==> src/rtl/tlpic_defs.svh <==
/*
 * constants for the two-level priority interrupt controller: vectors,
 * control bit positions, reset values and latency counts.
 * assumes inclusion by bare name from the design and the testbench.
 */
`ifndef TLPIC_DEFS_SVH
`define TLPIC_DEFS_SVH

`define TLPIC_VEC_HIGH        21'h000008
`define TLPIC_VEC_LOW         21'h000018
`define TLPIC_BIT_GIE_HIGH    7
`define TLPIC_BIT_GIE_LOW     6
`define TLPIC_BIT_PRIO_EN     7
`define TLPIC_RST_CTRL        8'h00
`define TLPIC_CYCLE_NS        100
`define TLPIC_INSTR_NS        400
`define TLPIC_CLK_PER_INSTR   (`TLPIC_INSTR_NS / `TLPIC_CYCLE_NS)
`define TLPIC_EXT_DELAY       3
// clocks a synchronised pin edge waits before its flag; synchroniser and
// flag stage take the other four clocks of the event-to-vector path
`define TLPIC_PIN_WAIT        (`TLPIC_EXT_DELAY * `TLPIC_CLK_PER_INSTR - 4)

`endif

==> src/rtl/tlpic_pkg.sv <==
/*
 * types for the two-level priority interrupt controller.
 * assumes tlpic_defs.svh is on the include path.
 */
package tlpic_pkg;
	typedef enum logic [1:0]
	{
		TLPIC_IDLE = 2'b00,
		TLPIC_LOW  = 2'b01,
		TLPIC_HIGH = 2'b10,
		TLPIC_NEST = 2'b11
	} tlpic_level_type;
endpackage

==> src/rtl/tlpic_ctrl.sv <==
/*
 * two-level priority interrupt controller: flags, enables, priority,
 * global enables, vector select, entry and return handling.
 * assumes the core pulses handler_return on the return instruction and
 * pulses take-over of the vector on vector_request; control bits arrive
 * as plain ports, strobed only for priority_scheme_enable and the global enables; pins are asynchronous.
 */
// Operation
// - with priority on, high requests go to 000008h, low to 000018h
// - a high request may preempt a running low handler, one nest level
// - every source has a flag, an enable and a priority select
// - two-level scheme active only while priority_scheme_enable is set
// - priority on: bit7 enables high sources, bit6 enables low sources
// - flag, enable and applicable global enable set: vector at once unless a handler at that level or above runs
// - priority_scheme_enable resets cleared; priority bits then ignored
// - compatibility: bit6 gates peripheral sources, bit7 gates all
// - compatibility: every accepted request vectors to 000008h
// - accepting clears the governing global enable
// - low requests held off while a high handler runs
// - core pushes return address and loads vector into program_counter
// - return instruction sets the global enable cleared on entry; the low one is set only while priority_scheme_enable is set
// - external pin and port change events vector in three to four cycles
// - external latency independent of one or two cycle instructions
// - flags set on events regardless of any enable
// - per pin edge select, 1 rising, 0 falling
// - port change flag set on any change of upper port B bits, sticky
`timescale 1ns/1ps
`include "tlpic_defs.svh"

module tlpic_ctrl
#(
	parameter int NUM_PERIPH = 8,
	parameter int NUM_EXT    = 3
)
(
	// clock and reset
	input  wire logic                  clock,
	input  wire logic                  reset_n,
	// control bits
	input  wire logic                  priority_scheme_enable_wr,
	input  wire logic                  priority_scheme_enable_in,
	input  wire logic                  global_high_wr,
	input  wire logic                  global_high_in,
	input  wire logic                  global_low_wr,
	input  wire logic                  global_low_in,
	input  wire logic [NUM_PERIPH-1:0] periph_enable,
	input  wire logic [NUM_PERIPH-1:0] periph_priority,
	input  wire logic [NUM_EXT-1:0]    ext_enable,
	input  wire logic [NUM_EXT-1:0]    ext_priority,
	input  wire logic [NUM_EXT-1:0]    external_edge_select,
	input  wire logic                  port_change_enable,
	input  wire logic                  port_change_priority,
	// flag clears from software
	input  wire logic [NUM_PERIPH-1:0] periph_flag_clear,
	input  wire logic [NUM_EXT-1:0]    ext_flag_clear,
	input  wire logic                  port_change_flag_clear,
	// event sources
	input  wire logic [NUM_PERIPH-1:0] periph_event,
	input  wire logic [NUM_EXT-1:0]    external_interrupt_pins,
	input  wire logic [3:0]            port_b_upper,
	// core side
	input  wire logic                  handler_return,
	output logic                       vector_request,
	output logic [20:0]                vector_address,
	output logic                       vector_is_high,
	// status
	output logic                       priority_scheme_enable,
	output logic                       high_priority_global_enable,
	output logic                       low_priority_global_enable,
	output logic [NUM_PERIPH-1:0]      periph_flag,
	output logic [NUM_EXT-1:0]         ext_flag,
	output logic                       port_change_flag,
	output tlpic_pkg::tlpic_level_type handler_level
);

	if (NUM_PERIPH < 1 || NUM_EXT < 1 || NUM_EXT > 8)
	begin : g_bad_counts
		$error("tlpic_ctrl: source counts out of range");
	end

	localparam int NPIN = NUM_EXT + 4;

	// three-stage synchronisers on all pins
	logic [NPIN-1:0] sync1;
	logic [NPIN-1:0] sync2;
	logic [NPIN-1:0] sync3;
	always_ff @(posedge clock)
	begin
		if (!reset_n)
		begin
			sync1 <= '0;
			sync2 <= '0;
			sync3 <= '0;
		end
		else
		begin
			sync1 <= {port_b_upper, external_interrupt_pins};
			sync2 <= sync1;
			sync3 <= sync2;
		end
	end

	// stable level: moves once stages 2 and 3 agree
	logic [NPIN-1:0] pin_level;
	logic [NPIN-1:0] next_level;
	// edges masked until pin_level holds a real sample, one clock after stage 3: no false edge after reset
	logic [3:0]      pin_primed;
	always_comb
	begin
		next_level = pin_level;
		for (int i = 0; i < NPIN; i++)
			if (sync2[i] == sync3[i])
				next_level[i] = sync2[i];
	end

	always_ff @(posedge clock)
	begin
		if (!reset_n)
		begin
			pin_level  <= '0;
			pin_primed <= '0;
		end
		else
		begin
			pin_level  <= next_level;
			pin_primed <= {pin_primed[2:0], 1'b1};
		end
	end

	logic [NUM_EXT-1:0] ext_edge;
	logic               port_change;
	genvar g;
	generate
		for (g = 0; g < NUM_EXT; g++)
		begin : g_ext
			// edge polarity per pin
			assign ext_edge[g] = pin_primed[3] && (next_level[g] != pin_level[g]) &&
				(next_level[g] == external_edge_select[g]);
		end
	endgenerate
	assign port_change = pin_primed[3] &&
		(next_level[NPIN-1:NUM_EXT] != pin_level[NPIN-1:NUM_EXT]);

	// edges wait here so pin to vector spans three to four instruction cycles
	// whatever the core executes; costs a few flops per pin
	localparam int PIN_WAIT = `TLPIC_PIN_WAIT;
	logic [PIN_WAIT-1:0][NUM_EXT:0] edge_pipe;
	always_ff @(posedge clock)
	begin
		if (!reset_n)
			edge_pipe <= '0;
		else
			edge_pipe <= {edge_pipe[PIN_WAIT-2:0], port_change, ext_edge};
	end

	// flags: set wins over clear, enables do not matter
	always_ff @(posedge clock)
	begin
		if (!reset_n)
		begin
			periph_flag      <= '0;
			ext_flag         <= '0;
			port_change_flag <= 1'b0;
		end
		else
		begin
			periph_flag      <= (periph_flag & ~periph_flag_clear) | periph_event;
			ext_flag         <= (ext_flag & ~ext_flag_clear) |
				edge_pipe[PIN_WAIT-1][NUM_EXT-1:0];
			port_change_flag <= (port_change_flag & ~port_change_flag_clear) |
				edge_pipe[PIN_WAIT-1][NUM_EXT];
		end
	end

	// request qualification per level
	logic prio_on;
	assign prio_on = priority_scheme_enable;
	logic [NUM_PERIPH-1:0] p_act;
	logic [NUM_EXT-1:0]    e_act;
	logic                  c_act;
	assign p_act = periph_flag & periph_enable;
	assign e_act = ext_flag & ext_enable;
	assign c_act = port_change_flag & port_change_enable;

	logic want_high, want_low, want_compat;
	// core sources ignore peripheral group enable in compatibility mode
	assign want_compat = high_priority_global_enable &&
		(|e_act || c_act || (low_priority_global_enable && |p_act));
	assign want_high = high_priority_global_enable && (|(p_act & periph_priority) ||
		|(e_act & ext_priority) || (c_act && port_change_priority));
	assign want_low = low_priority_global_enable && (|(p_act & ~periph_priority) ||
		|(e_act & ~ext_priority) || (c_act && !port_change_priority));

	logic take_high, take_low;
	always_comb
	begin
		take_high = 1'b0;
		take_low  = 1'b0;
		if (!prio_on)
			take_high = want_compat && handler_level == tlpic_pkg::TLPIC_IDLE;
		else if (want_high && handler_level != tlpic_pkg::TLPIC_HIGH &&
			handler_level != tlpic_pkg::TLPIC_NEST)
			take_high = 1'b1;
		else if (want_low && handler_level == tlpic_pkg::TLPIC_IDLE)
			take_low = 1'b1;
	end

	// vector pulse goes out immediately; core stacks and jumps
	assign vector_request = take_high || take_low;
	always_ff @(posedge clock)
	begin
		if (!reset_n)
		begin
			vector_address <= `TLPIC_VEC_HIGH;
			vector_is_high <= 1'b0;
		end
		else if (take_high || take_low)
		begin
			vector_address <= take_low ? `TLPIC_VEC_LOW : `TLPIC_VEC_HIGH;
			vector_is_high <= take_high;
		end
	end

	// priority scheme enable
	always_ff @(posedge clock)
	begin
		if (!reset_n)
			priority_scheme_enable <= 1'b0;
		else if (priority_scheme_enable_wr)
			priority_scheme_enable <= priority_scheme_enable_in;
	end

	// global enables: hardware clear on entry, set on return (low only while priority_scheme_enable is set)
	logic ret_high, ret_low;
	assign ret_high = handler_return && (handler_level == tlpic_pkg::TLPIC_HIGH ||
		handler_level == tlpic_pkg::TLPIC_NEST);
	assign ret_low = handler_return && handler_level == tlpic_pkg::TLPIC_LOW;
	always_ff @(posedge clock)
	begin
		if (!reset_n)
		begin
			high_priority_global_enable <= 1'b0;
			low_priority_global_enable  <= 1'b0;
		end
		else
		begin
			if (take_high)
				high_priority_global_enable <= 1'b0;
			else if (ret_high)
				high_priority_global_enable <= 1'b1;
			else if (global_high_wr)
				high_priority_global_enable <= global_high_in;
			if (take_low)
				low_priority_global_enable <= 1'b0;
			else if (ret_low && prio_on)
				low_priority_global_enable <= 1'b1;
			else if (global_low_wr)
				low_priority_global_enable <= global_low_in;
		end
	end

	// handler nesting level
	always_ff @(posedge clock)
	begin
		if (!reset_n)
			handler_level <= tlpic_pkg::TLPIC_IDLE;
		else
			case (handler_level)
				tlpic_pkg::TLPIC_IDLE:
					if (take_high)
						handler_level <= tlpic_pkg::TLPIC_HIGH;
					else if (take_low)
						handler_level <= tlpic_pkg::TLPIC_LOW;
				tlpic_pkg::TLPIC_LOW:
					if (take_high)
						handler_level <= tlpic_pkg::TLPIC_NEST;
					else if (handler_return)
						handler_level <= tlpic_pkg::TLPIC_IDLE;
				tlpic_pkg::TLPIC_HIGH:
					if (handler_return)
						handler_level <= tlpic_pkg::TLPIC_IDLE;
				tlpic_pkg::TLPIC_NEST:
					if (handler_return)
						handler_level <= tlpic_pkg::TLPIC_LOW;
				default:
					handler_level <= tlpic_pkg::TLPIC_IDLE;
			endcase
	end

	// assertions
	property p_vec_low;
		@(posedge clock) disable iff (!reset_n)
		take_low |=> vector_address == `TLPIC_VEC_LOW && !vector_is_high;
	endproperty
	a_vec_low: assert property (p_vec_low) else $error("low vector wrong");
	property p_compat_single;
		@(posedge clock) disable iff (!reset_n)
		vector_request && !prio_on |=> vector_address == `TLPIC_VEC_HIGH;
	endproperty
	a_compat_single: assert property (p_compat_single) else $error("compat vector");
	property p_clear_on_take;
		@(posedge clock) disable iff (!reset_n)
		take_high |=> !high_priority_global_enable;
	endproperty
	a_clear_on_take: assert property (p_clear_on_take) else $error("enable kept");
	property p_no_low_in_high;
		@(posedge clock) disable iff (!reset_n)
		handler_level == tlpic_pkg::TLPIC_HIGH |-> !take_low;
	endproperty
	a_no_low_in_high: assert property (p_no_low_in_high) else $error("low in high");
	property p_restore;
		@(posedge clock) disable iff (!reset_n)
		ret_high && !take_high |=> high_priority_global_enable;
	endproperty
	a_restore: assert property (p_restore) else $error("no restore");
	property p_flag_set;
		@(posedge clock) disable iff (!reset_n)
		periph_event[0] |=> periph_flag[0];
	endproperty
	a_flag_set: assert property (p_flag_set) else $error("flag lost");
	property p_immediate;
		@(posedge clock) disable iff (!reset_n)
		prio_on && want_high && handler_level == tlpic_pkg::TLPIC_IDLE |-> vector_request;
	endproperty
	a_immediate: assert property (p_immediate) else $error("no vector");
	property p_nest;
		@(posedge clock) disable iff (!reset_n)
		handler_level == tlpic_pkg::TLPIC_LOW && take_high |=>
			handler_level == tlpic_pkg::TLPIC_NEST;
	endproperty
	a_nest: assert property (p_nest) else $error("no nesting");
	// eight clocks of wait stage between a settled edge and its flag
	property p_ext_latency;
		@(posedge clock) disable iff (!reset_n)
		ext_edge[0] && !ext_flag[0] |=> !ext_flag[0] [*8] ##1 ext_flag[0];
	endproperty
	a_ext_latency: assert property (p_ext_latency) else $error("pin latency");

	c_high: cover property (@(posedge clock) disable iff (!reset_n) take_high && prio_on);
	c_low: cover property (@(posedge clock) disable iff (!reset_n) take_low);
	c_nest: cover property (@(posedge clock) disable iff (!reset_n)
		handler_level == tlpic_pkg::TLPIC_NEST);
	c_port: cover property (@(posedge clock) disable iff (!reset_n) port_change);

endmodule

==> config.mk <==
export PLATFORM = sky130hd
export DESIGN_NAME = tlpic_ctrl
export DESIGN_NICKNAME = d
export VERILOG_FILES = /design/src/rtl/tlpic_pkg.sv /design/src/rtl/tlpic_ctrl.sv
export VERILOG_INCLUDE_DIRS = /design/src /design/src/rtl
export SDC_FILE = /design/constraint.sdc
export NUM_CORES = 1
export LEC_CHECK = 0
export ABC_AREA = 1
export ABC_CLOCK_PERIOD_IN_PS = 1650
export BUFFER_PORTS_ARGS = -buffer_cell sky130_fd_sc_hd__buf_2
export CORE_AREA = 2 2 92 94
export DETAILED_ROUTE_END_ITERATION = 16
export DIE_AREA = 0 0 94 96
export HOLD_SLACK_MARGIN = 0.1
export SYNTH_ARGS = -nofsm -noshare
export SYNTH_HDL_FRONTEND = slang
export SYNTH_SLANG_ARGS = --single-unit
==> constraint.sdc <==
create_clock -name clock -period 1.65 [get_ports clock]
set_clock_uncertainty 0.1 [all_clocks]
set_input_delay 0.33 -clock clock [delete_from_list [all_inputs] [get_ports clock]]
set_output_delay 0.33 -clock clock [all_outputs]
set_load 0.02 [all_outputs]
* Word level (Yosys, flattened, before mapping)
Index checks and enable logic that the tools add are counted.
** Cells by class
- Eq/ne operators :: 21
- Mux-type cells :: 24
- Bitwise gates (word level) :: 19
- Reduce and logical (&&, ||, !) cells :: 41
** Operators by type and width (count)
- $and A8 B8 Y8 :: 4
- $reduce_or A8 Y1 :: 3
- $logic_and A1 B1 Y1 :: 20
- $mux W1 :: 17
- $not A8 Y8 :: 2
- $and A3 B3 Y3 :: 4
- $eq A1 B1 Y1 :: 10
- $mux W2 :: 5
- $reduce_or A3 Y1 :: 3
- $logic_or A1 B1 Y1 :: 8
- $or A8 B8 Y8 :: 1
- $pmux W2 S4 :: 1
- $ne A2 B2 Y1 const B :: 3
- $not A3 Y3 :: 2
- $mux W5 :: 1
- $eq A2 B2 Y1 const B :: 2
- $ne A4 B4 Y1 :: 1
- $reduce_bool A2 Y1 :: 2
- $reduce_or A2 Y1 :: 2
- $ne A1 B1 Y1 :: 3
- $ne A3 B3 Y1 const B :: 1
- $or A3 B3 Y3 :: 1
- $and A1 B1 Y1 :: 2
- $eq A2 B1 Y1 const B :: 1
- 5 further kinds :: 6
** Storage, ports and cells
- Register bits :: 103
- Logic and storage cells :: 128

* Depth between registers and ports, before layout
Gate-level depths: netlist of the first run.
- Word-level depth :: 13
- Depth in mapped cells :: 12
- Mapped depth without buffers :: 12

* Least setup slack after synthesis of the first run
No wires, ideal clock.
- Kind :: register -> output
- Start point :: register periph_flag[5]
- End point :: output vector_request
- Arrival time :: 1.190 ns
- Data required time :: 1.220 ns
- Setup slack :: 0.030 ns
- Cell stages (with the launch flop) :: 8
- Buffers on the path :: 0
- Path through :: dfxtp_1 > nand2_1 > or2_1 > nand2_1 > nor2_1 > nand3_2 > nand3_4 > nand2_1
** On the way
- Word-level cells in the longest chain between the ends :: 11
- Elaborated cells on any way between the ends :: 25
- Classes of those cells :: mux: 5; bitwise: 3; reduce/logical: 17
** RTL lines
- start: declaration :: line tlpic_ctrl.sv:70 : output logic [NUM_PERIPH-1:0] periph_flag,
- start signal: assignment :: line tlpic_ctrl.sv:167 : periph_flag <= (periph_flag & ~periph_flag_clear) | periph_event;
- $and A8 B8 Y8 * :: line tlpic_ctrl.sv:181 : assign p_act = periph_flag & periph_enable;
- $and A8 B8 Y8, on equally long branches :: line tlpic_ctrl.sv:191, tlpic_ctrl.sv:189
- $reduce_or A8 Y1, on equally long branches :: line tlpic_ctrl.sv:191, tlpic_ctrl.sv:189
- $logic_or A1 B1 Y1, on equally long branches :: line tlpic_ctrl.sv:191, tlpic_ctrl.sv:189
- $logic_or A1 B1 Y1, on equally long branches :: line tlpic_ctrl.sv:192, tlpic_ctrl.sv:190
- $logic_and A1 B1 Y1, on equally long branches :: line tlpic_ctrl.sv:191, tlpic_ctrl.sv:189
- $logic_and A1 B1 Y1, on equally long branches :: line tlpic_ctrl.sv:204, tlpic_ctrl.sv:201
- $mux W1 or $logic_and A1 B1 Y1 (tied branches) :: line tlpic_ctrl.sv:204, tlpic_ctrl.sv:201
- $mux W1 :: line tlpic_ctrl.sv:201 : else if (want_high && handler_level != tlpic_pkg::TLPIC_HIGH &&
- $mux W1 :: line tlpic_ctrl.sv:199 : if (!prio_on)
- $logic_or A1 B1 Y1 * :: line tlpic_ctrl.sv:209 : assign vector_request = take_high || take_low;
- end: declaration :: line tlpic_ctrl.sv:63 : output logic vector_request,
Mark *: on every way between the ends. The rest lies on a longest branch, timed or not.

* Worst setup path in the final report of the first run
- Start point :: register periph_flag[7]
- End point :: output vector_request
The elaborated chain is that of the path after synthesis.

==> results of run 1 <==
==> metrics by stage <==
step / instance area (µm²) / setup WS [ps] / utilization / TNS (ps)
floorplan: 3180 / 29.7 / - / 0
global placement: 3630 / -65.8 / 0.451 / -65.8
detailed placement: 3630 / -47.5 / 0.451 / -47.5
CTS: 4070 / -276 / 0.506 / -276
global route: 4220 / -373 / 0.524 / -603
finish: 4220 / -243 / 0.524 / -360
==> synth_stat cells <==
library cell	count	area share
nand2_1	93	0.11
a21oi_2	1	0.0028
o21ai_1	1	0.0016
dfxtp_1	83	0.53
nor2_2	3	0.0060
inv_1	77	0.093
xor2_1	3	0.0085
nor4_2	1	0.0040
a21oi_1	26	0.042
buf_1	2	0.0024
o211ai_1	2	0.0048
conb_1	2	0.0024
o22ai_1	4	0.0080
buf_2	1	0.0016
nand4_1	3	0.0060
nand3_1	17	0.027
nand3_2	2	0.0064
nor2_1	32	0.039
inv_2	2	0.0024
or2_1	2	0.0040
clkbuf_1	5	0.0060
o21ai_0	2	0.0032
nand2_2	2	0.0040
buf_4	20	0.048
o21bai_1	4	0.0097
xnor2_1	1	0.0028
nand3_4	1	0.0056
and3_1	1	0.0020
a211oi_1	4	0.0097
==> routing by layer <==
| layer | track usage | vias up | routed length, µm |
|---|---|---|---|
| li1 | - | 1406 | - |
| met1 | 0.149 | 1239 | 2690 |
| met4 | 0.0495 | 0 | 77 |
| met2 | 0.249 | 86 | 3140 |
| met5 | 0 | - | 0 |
| met3 | 0.0509 | 10 | 460 |
==> how the worst min path moves through the flow <==
stage,slack (ps),end,depth (start not counted),start
floorplan,260,pin_primed[0],0,reset_n
global placement,290,sync2[3],2,sync1[3]
detailed placement,300,sync2[2],2,sync1[2]
CTS,150,high_priority_global_enable,3,handler_return
global route,160,edge_pipe[0],3,external_edge_select[0]
finish,170,edge_pipe[0],4,external_edge_select[0]
==> final cells by class <==
type	instances	area share
flip-flops and latches	83	0.398
clock inverters	5	0.0142
well taps	105	0.0311
multi-input cells	225	0.267
clock buffers	11	0.0359
repair buffers	124	0.183
inverters	79	0.0702
==> worst reg2reg max path: cells and delay by family, from the launching register on <==
kind	cells	cell delay, ps
buffers and inverters	4	510
flip-flops	1	350
AND/OR/NAND/NOR	7	750
==> power by group through the flow <==
stage | logic, mW | clock network (mW) | registers, mW
after floorplan | 0.212 | 0 | 2.15
after global placement | 0.353 | 0 | 2.12
after detailed placement | 0.357 | 0 | 2.13
after CTS | 0.398 | 1.55 | 2.08
after global routing | 0.466 | 1.63 | 2.09
final | 0.419 | 1.49 | 2.08
==> logic make-up (layout without fill, tap and decap cells) <==
group | count (synthesis) | count (layout) | synth area share
AO/OA/AOI/OAI | 44 | 44 | 0.0817
flip-flops | 83 | 83 | 0.534
AND/OR/NAND/NOR | 157 | 157 | 0.217
buffers and inverters | 107 | 219 | 0.154
XOR/XNOR | 4 | 4 | 0.0113
other | 2 | 20 | 0.00242
==> timing repair <==
action | in CTS | in global routing
gates resized for setup | 14 | 28
setup buffers | 3 | 9
setup endpoints to repair | 1 | 3
hold buffers | 17 | 0
pin swaps | 6 | 21
endpoints found under the hold margin | 16 | 0
==> state kept, by name, summed over array words and instances (netlist names) <==
register,flops
periph_flag,8
low_priority_global_enable,1
vector_address,1
handler_level,2
pin_primed,4
sync3,7
edge_pipe,32
high_priority_global_enable,1
vector_is_high,1
pin_level,7
port_change_flag,1
ext_flag,3
sync2,7
priority_scheme_enable,1
sync1,7
==> results.md, run 1 <==
* Final net count at 585
* Sequential share of power at 0.522
* Hpwl dp at 4400 µm
* Worst-path maximum fanout at 4
* Worst path cell trace: nand2_2 > nand2_2 > nor2_2 > nand2_1 > nand2_1 > nand2_1 > nand2_2 > nand2_2 > inv_2 > nand2_2 > buf_6
* Die area at 0.00902 mm²
* Maximum clock insertion buffer count at 2
* Most frequent cells in the layout: nand2_1, buf_2, inv_1
* Initial DRC Count at 55
* Sink Count at 83
* Setup ws final at -243 ps
* Depth of the worst register-to-register path at 11
* Min Hold Slack at 165 ps
* CP endpoint kind: output port
* Highest clock rate at 528 MHz
* Drt drc at 0
* # IOs at 103
* CP max stage delay at 340 ps
* Mean area per synthesized cell at 7.83 µm²
* Post-Syn Instances at 397
* Non-Filler Instances at 632
* Crit Path Class: flop to output port
* FF-to-FF setup slack at -120 ps
* Reg2reg end: handler_level[0]
* Port bufs at 82
* Post-route clock period utilization at 1.15
* HP Class: input port to flop
* WP data required at 1220 ps
* Core area at 0.00805 mm²
* Tmin final at 1890 ps
* Initial Util at 0.386
* TritonCTS buffer count at 9
* Multi-input gate area at 0.00113 mm²
* Yosys reg bits at 83
* DR vias at 2741
* Final setup fails at 2
* Slew Limit Fails at 0
* Gate power share at 0.105
* Initial antenna violation count at 0
* Distinct cells, synth at 29
* Rows at 33
* Net Sw Frac at 0.243
* Pre-antenna DRT Iters at 4
* Power Density at 945 mW/mm²
* Area growth syn-to-layout at 35.8%
* Clock root buffer: clkbuf_8
* CTS tree: yes
* CP Buf/Inv Count at 2
* CP most frequent cell: nand2_2
* Worst r2r src: handler_level[1]
* RSZ-0062 raised after global routing: yes
* Psw at 0.971 mW
* Mapped cell area at 0.00311 mm²
* Remaining Overflow, GRT at 0
* Pint at 3.02 mW
* Max-Cap Viols at 0
* Commonest non-fill, non-tap cell in the layout: nand2_1
* Failing checks: negative setup slack
* Clk pin slew, worst setup/hold paths at 80 ps
* CP top delay family: simple AND/OR/NAND/NOR gates
* VDD IR-drop max at 0.814 mV
* DRT Wirelength at 6360 µm
* Largest net degree at the start of global routing at 34
* Die Span Y at 96 µm
* Share of post-route cells with drive strength above 1 at 0.323
* Critical path launch point type: flop
* Remaining antenna violation count after routing at 0
* Final Hold Fails at 0
* Status: finished with violations
* Global router's overall resource usage at 0.138
* Worst Setup SP: periph_flag[7]
* Crit path depth at 11
* Register area at 0.00168 mm²
* Clock Latency Late Sink at 340 ps
* Seq/Total Area, Yosys at 0.534
* Antenna diodes at 0
* Fill count at 774
* Clock power share at 0.373
* H-tree depth at 3
* WL/cell at 10.1 µm
* Die Wd at 94 µm
* Critical path capture point: vector_request
* Vias in the first global route at 2395
* Critical path's slowest cell: dfxtp_2
* Worst EP arrival at 1460 ps
* P_leak at 2.40 nW
* Cell count after placement at 587
* First-pass GRT wire length at 9730 µm
* Synthesis warning total at 0
* Vias per cell at 4.34
* RD Place Congestion at 0.873
* Total power at 3.99 mW
Power figures use the tool's default switching activity.
==> inputs of run 2 (changes only) <==
- SETUP_SLACK_MARGIN: not set -> 0.2
==> results.md, run 2 (synthesis results as in run 1) <==
* Cell count after placement at 588 (+0.17%)
* Post-route clock period utilization at 1.16 (+0.0159)
* Vias per cell at 4.34 (unchanged)
* Pint at 3.11 mW (+3.1%)
* Setup ws final at -270 ps (-26.3 ps)
* TritonCTS buffer count at 9 (unchanged)
* Slew Limit Fails at 0 (unchanged)
* Port bufs at 82 (unchanged)
* Die Span Y at 96 µm (unchanged)
* Worst EP arrival at 1490 ps (+30 ps)
* RD Place Congestion at 0.767 (-12%)
* HP Start: periph_event[6]
* Worst-path maximum fanout at 4 (unchanged)
* Sequential share of power at 0.516 (-0.006)
* Initial DRC Count at 66 (+20%)
* Routed met3 length at 488 µm (+6.1%)
* DRT Wirelength at 6450 µm (+1.3%)
* Highest clock rate at 521 MHz (-1.4%)
* Max-Cap Viols at 0 (unchanged)
* # IOs at 103 (unchanged)
* Clk pin slew, worst setup/hold paths at 70 ps (about the same)
* Clock Latency Late Sink at 340 ps (about the same)
* Final net count at 585 (unchanged)
* Final Hold Fails at 0 (unchanged)
* Critical path launch point type: flop
* Fin util at 0.536 (+0.0118)
* Most frequent cells in the layout: nand2_1, buf_2, inv_1
* H-tree depth at 3 (unchanged)
* Status: finished with violations
* Min Hold Slack at 120 ps (-45.5 ps)
* Antenna diodes at 0 (unchanged)
* Non-Filler Instances at 632 (unchanged)
* DR vias at 2741 (unchanged)
* P_leak at 2.44 nW (+1.6%)
* Final setup fails at 4 (+2)
* CTS tree: yes
* Largest register FFs at 32 (unchanged)
* Rows at 33 (unchanged)
* Remaining Overflow, GRT at 0 (unchanged)
* DP Area at 0.00368 mm² (+1.2%)
* Hpwl dp at 4480 µm (+1.9%)
* WP data required at 1220 ps (about the same)
* Depth of the worst register-to-register path at 17 (+6)
* Sink Count at 83 (unchanged)
* Psw at 0.935 mW (-3.6%)
* Top Registers: edge_pipe (32), periph_flag (8)
* Initial Util at 0.386 (unchanged)
* Global router's overall resource usage at 0.146 (+0.00755)
* Area growth syn-to-layout at 38.8%
* Clock power share at 0.377 (+0.004)
* Crit Path Class: flop to output port
* FF-to-FF setup slack at -230 ps (-110 ps)
* Met2 Wirelength at 3120 µm (-0.64%)
* DR top layer: met4
* Remaining antenna violation count after routing at 0 (unchanged)
* HP Class: input port to flop
* Worst hold path cell count at 3 (-1)
* Initial antenna violation count at 0 (unchanged)
* Worst path cell trace: nand2_2 > nand2_1 > nor2_1 > nand2_1 > nand2_1 > nand2_1 > nand2_2 > nand2_2 > inv_2 > nand2_4 > buf_6
* Clock root buffer: clkbuf_8
* RSZ-0062 raised after global routing: yes
* Maximum clock insertion buffer count at 2 (unchanged)
* CP endpoint kind: output port
* Pre-antenna DRT Iters at 4 (unchanged)
* Tmin final at 1920 ps (+26.3 ps)
* Gate power share at 0.107 (+0.002)
* Share of post-route cells with drive strength above 1 at 0.334 (+0.0114)
* Met1 WL at 2680 µm (-0.19%)
* Power Density at 937 mW/mm² (-0.79%)
* Failing checks: negative setup slack
* Fill count at 779 (+0.65%)
* Drt drc at 0 (unchanged)
* Die area at 0.00902 mm² (unchanged)
* Critical path's slowest cell: dfxtp_4
* VDD IR-drop max at 0.584 mV (-28%)
* CP max stage delay at 360 ps (+20 ps)
* Worst Hold End: periph_flag[6]
* WL/cell at 10.2 µm (+1.3%)
* Worst r2r src: periph_flag[6]
* Vias in the first global route at 2573 (+7.4%)
* Reg2reg end: handler_level[0]
* Core area at 0.00805 mm² (unchanged)
* Worst slack, placed at -51.6 ps (-4.09 ps)
* Final Instance Area at 0.00432 mm² (+2.3%)
* Die Wd at 94 µm (unchanged)
* Commonest non-fill, non-tap cell in the layout: nand2_1
* CP most frequent cell: nand2_1
* Net Sw Frac at 0.231 (-0.0122)
* Largest net degree at the start of global routing at 24 (-29%)
* First-pass GRT wire length at 10400 µm (+6.5%)
* Biggest register: edge_pipe
[run 2: cell types whose count changed in the layout (fill, tap and decap cells not counted), moves of 4 or more]
cell,delta
dfxtp_1,-4
nand2_4,+5
dfxtp_4,+4
buf_6,+7
buf_4,-4
nand3_2,-4
[run 2: metal layers]
layer  vias to the layer above  GRT usage
met4                         0     0.0688
met5                         -          0
met1                      1220      0.152
li1                       1409          -
met2                        94      0.270
met3                        18     0.0415
[run 2: cell type report]
cell class / instances / area [µm²] / share of cell area
Multi-Input combinational cell: 225 / 1170 / 0.270
Clock buffer: 13 / 180 / 0.0417
Clock inverter: 3 / 42.5 / 0.00986
Inverter: 79 / 297 / 0.0687
Timing Repair Buffer: 124 / 803 / 0.186
Tap cell: 105 / 131 / 0.0304
Sequential cell: 83 / 1700 / 0.393
[run 2: repair_timing]
action,4_1_cts,5_1_grt
hold buffers,16,0
resized for setup,16,30
pin swaps,9,6
endpoints found under the setup margin,7,9
cloned,0,0
hold endpoints to repair,15,0
buffers inserted,9,3
[run 2: through the flow]
stage,setup TNS (ps),power (mW)
3_5_place_dp,-51.6,2.48
2_1_floorplan,0,2.36
4_1_cts,-577,4.08
3_3_place_gp,-39.6,2.48
6_report,-612,4.05
5_1_grt,-1020,4.24
[run 2: how the worst max path moves through the flow]
stage / startpoint / endpoint / slack, ps / cells after the start
2_1_floorplan: periph_flag[5] / vector_request / 200 / 7
3_3_place_gp: periph_priority[4] / vector_request / -40 / 10
3_5_place_dp: periph_priority[4] / vector_request / -50 / 10
4_1_cts: periph_flag[3] / vector_request / -260 / 8
5_1_grt: periph_flag[3] / vector_request / -370 / 11
6_report: periph_flag[0] / vector_request / -270 / 11
[run 2: power groups by stage]
| stage | Sequential (mW) | Clock (mW) | Combinational (mW) |
|---|---|---|---|
| 2_1_floorplan | 2.15 | 0 | 0.213 |
| 6_report | 2.09 | 1.53 | 0.432 |
| 3_5_place_dp | 2.13 | 0 | 0.355 |
| 4_1_cts | 2.08 | 1.59 | 0.405 |
| 3_3_place_gp | 2.13 | 0 | 0.352 |
| 5_1_grt | 2.09 | 1.67 | 0.477 |
[run 2: critical path: cells and delay by family, from the launching register on]
| kind | cells | cell delay, ps |
|---|---|---|
| AND/OR/NAND/NOR | 9 | 580 |
| buffers and inverters | 2 | 200 |
| flip-flops | 1 | 360 |
==> inputs of run 3 (changes only) <==
- BUFFER_PORTS_ARGS: -buffer_cell sky130_fd_sc_hd__buf_2 -> -buffer_cell sky130_fd_sc_hd__clkbuf_2
==> results.md, run 3 (synthesis results as in run 1) <==
* Failing checks: negative setup slack
* Crit Path Class: flop to output port
* FF-to-FF setup slack at -260 ps (-30 ps)
* Critical path launch point type: flop
* RSZ-0062 raised after global routing: yes
* WP data required at 1220 ps (about the same)
* Sink Count at 83 (unchanged)
* # IOs at 103 (unchanged)
* Worst hold path cell count at 3 (unchanged)
* RD Place Congestion at 0.850 (+11%)
* DRT Wirelength at 6480 µm (+0.50%)
* HP Class: input port to flop
* Core area at 0.00805 mm² (unchanged)
* Share of post-route cells with drive strength above 1 at 0.349 (+0.0151)
* Worst Setup SP: periph_flag[7]
* Clock Latency Late Sink at 340 ps (about the same)
* Rows at 33 (unchanged)
* Largest register FFs at 32 (unchanged)
* Tmin final at 1920 ps (+4.09 ps)
* Psw at 0.950 mW (+1.6%)
* Register area at 0.00170 mm² (+0.15%)
* Largest net degree at the start of global routing at 58 (+140%)
* DR vias at 2755 (+0.51%)
* Remaining antenna violation count after routing at 0 (unchanged)
* Pre-antenna DRT Iters at 4 (unchanged)
* Slew Limit Fails at 0 (unchanged)
* Setup ws final at -274 ps (-4.09 ps)
* Worst path cell trace: nand2_4 > nand2_2 > nor2_2 > nand2_1 > nand2_1 > nand2_1 > nand2_2 > nand2_2 > inv_2 > nand2_4 > buf_8
* Net Sw Frac at 0.248 (+0.0168)
* Non-Filler Instances at 635 (+0.47%)
* VDD IR-drop max at 0.522 mV (-11%)
* Highest clock rate at 520 MHz (-0.21%)
* Clk pin slew, worst setup/hold paths at 70 ps (about the same)
* Commonest non-fill, non-tap cell in the layout: clkbuf_2
* Final Hold Fails at 0 (unchanged)
* Tightest Pin Transition at 504 ps
* Top Registers: edge_pipe (32), periph_flag (8)
* TritonCTS buffer count at 9 (unchanged)
* Fill count at 769 (-1.3%)
* Hpwl dp at 4500 µm (+0.39%)
* Rel. slew slack at 0.663
* Reg2reg end: handler_level[1]
* Setup TNS at -937 ps (-325 ps)
* Most frequent cells in the layout: clkbuf_2, nand2_1, inv_1
* Area growth syn-to-layout at 39.0%
* Die Span Y at 96 µm (unchanged)
* Vias per cell at 4.34 (about the same)
* Power Density at 886 mW/mm² (-5.4%)
* Clock root buffer: clkbuf_8
* H-tree depth at 3 (unchanged)
* Final setup fails at 4 (unchanged)
* Final net count at 589 (+0.68%)
* First-pass GRT wire length at 10200 µm (-1.7%)
* Multi-input gate area at 0.00116 mm² (-0.21%)
* Port bufs at 82 (unchanged)
* Die area at 0.00902 mm² (unchanged)
* Initial antenna violation count at 0 (unchanged)
* Initial DRC Count at 64 (-3.0%)
* Clock power share at 0.338 (-0.039)
* Critical path's slowest cell: dfxtp_4
* CP endpoint kind: output port
* Post-route clock period utilization at 1.17 (+0.00248)
* Biggest register: edge_pipe
* Remaining Overflow, GRT at 0 (unchanged)
* Worst EP arrival at 1490 ps (about the same)
* Drt drc at 0 (unchanged)
* Gate power share at 0.117 (+0.010)
* Status: finished with violations
* WL/cell at 10.2 µm (about the same)
* CTS tree: yes
* Depth of the worst register-to-register path at 15 (-2)
* Antenna diodes at 0 (unchanged)
* Worst r2r src: periph_flag[7]
* Cell count after placement at 588 (unchanged)
* Worst-path maximum fanout at 3 (-1)
* HP Start: periph_event[0]
* Worst Hold End: periph_flag[0]
* Sequential share of power at 0.544 (+0.028)
* Vias in the first global route at 2569 (-0.16%)
* Die Wd at 94 µm (unchanged)
* Initial Util at 0.386 (unchanged)
* CP max stage delay at 370 ps (about the same)
* Max-Cap Viols at 0 (unchanged)
* Maximum clock insertion buffer count at 2 (unchanged)
* Global router's overall resource usage at 0.143 (-0.00264)
* Pint at 2.88 mW (-7.4%)
* P_leak at 2.44 nW (+0.12%)
run 3: through the flow:
step	total power, mW	area, µm²	hold slack [ps]	utilization	setup slack [ps]
final	3.83	4320	106	0.537	-274
after global routing	4.02	4320	135	0.537	-380
after CTS	3.85	4140	100	0.514	-290
after detailed placement	2.49	3690	295	0.459	-74.5
after global placement	2.49	3690	293	0.459	-22.0
after floorplan	2.36	3210	258	-	203
run 3: worst max path at each step:
stage | endpoint | slack [ps] | cells past startpoint
final | vector_request | -270 | 11
after global routing | handler_level[1] | -380 | 13
after CTS | vector_request | -290 | 11
after detailed placement | vector_request | -70 | 8
after global placement | vector_request | -20 | 12
after floorplan | vector_request | 200 | 7
run 3: power groups by stage:
stage | combinational (mW) | clock, mW | sequential [mW]
after global routing | 0.494 | 1.44 | 2.09
after global placement | 0.358 | 0 | 2.13
after detailed placement | 0.361 | 0 | 2.13
after CTS | 0.410 | 1.35 | 2.08
final | 0.449 | 1.30 | 2.09
after floorplan | 0.213 | 0 | 2.15
run 3: per-layer routing:
| metal | GRT usage | part of all wire | up-vias |
|---|---|---|---|
| met5 | 0 | 0 | - |
| met3 | 0.0446 | 0.072 | 10 |
| met4 | 0.0640 | 0.018 | 0 |
| li1 | - | - | 1414 |
| met2 | 0.261 | 0.48 | 102 |
| met1 | 0.153 | 0.43 | 1229 |
run 3: worst max-delay path: cells and delay by family (launching register included):
kind                   cells  cell delay, ps
AND/OR/NAND/NOR            9             580
buffers and inverters      2             200
flip-flops                 1             370
run 3: layout make-up:
class / instances / area share
Timing Repair Buffer: 128 / 0.197
Sequential cell: 83 / 0.393
Multi-Input combinational cell: 225 / 0.269
Clock buffer: 12 / 0.0362
Inverter: 79 / 0.0686
Tap cell: 105 / 0.0304
Clock inverter: 3 / 0.00550
run 3: timing repair:
item / 4_1_cts / 5_1_grt
pin swaps: 10 / 22
resized for setup: 15 / 40
endpoints found under the setup margin: 7 / 9
setup buffers: 10 / 8
hold endpoints to repair: 13 / 0
hold buffers: 14 / 0
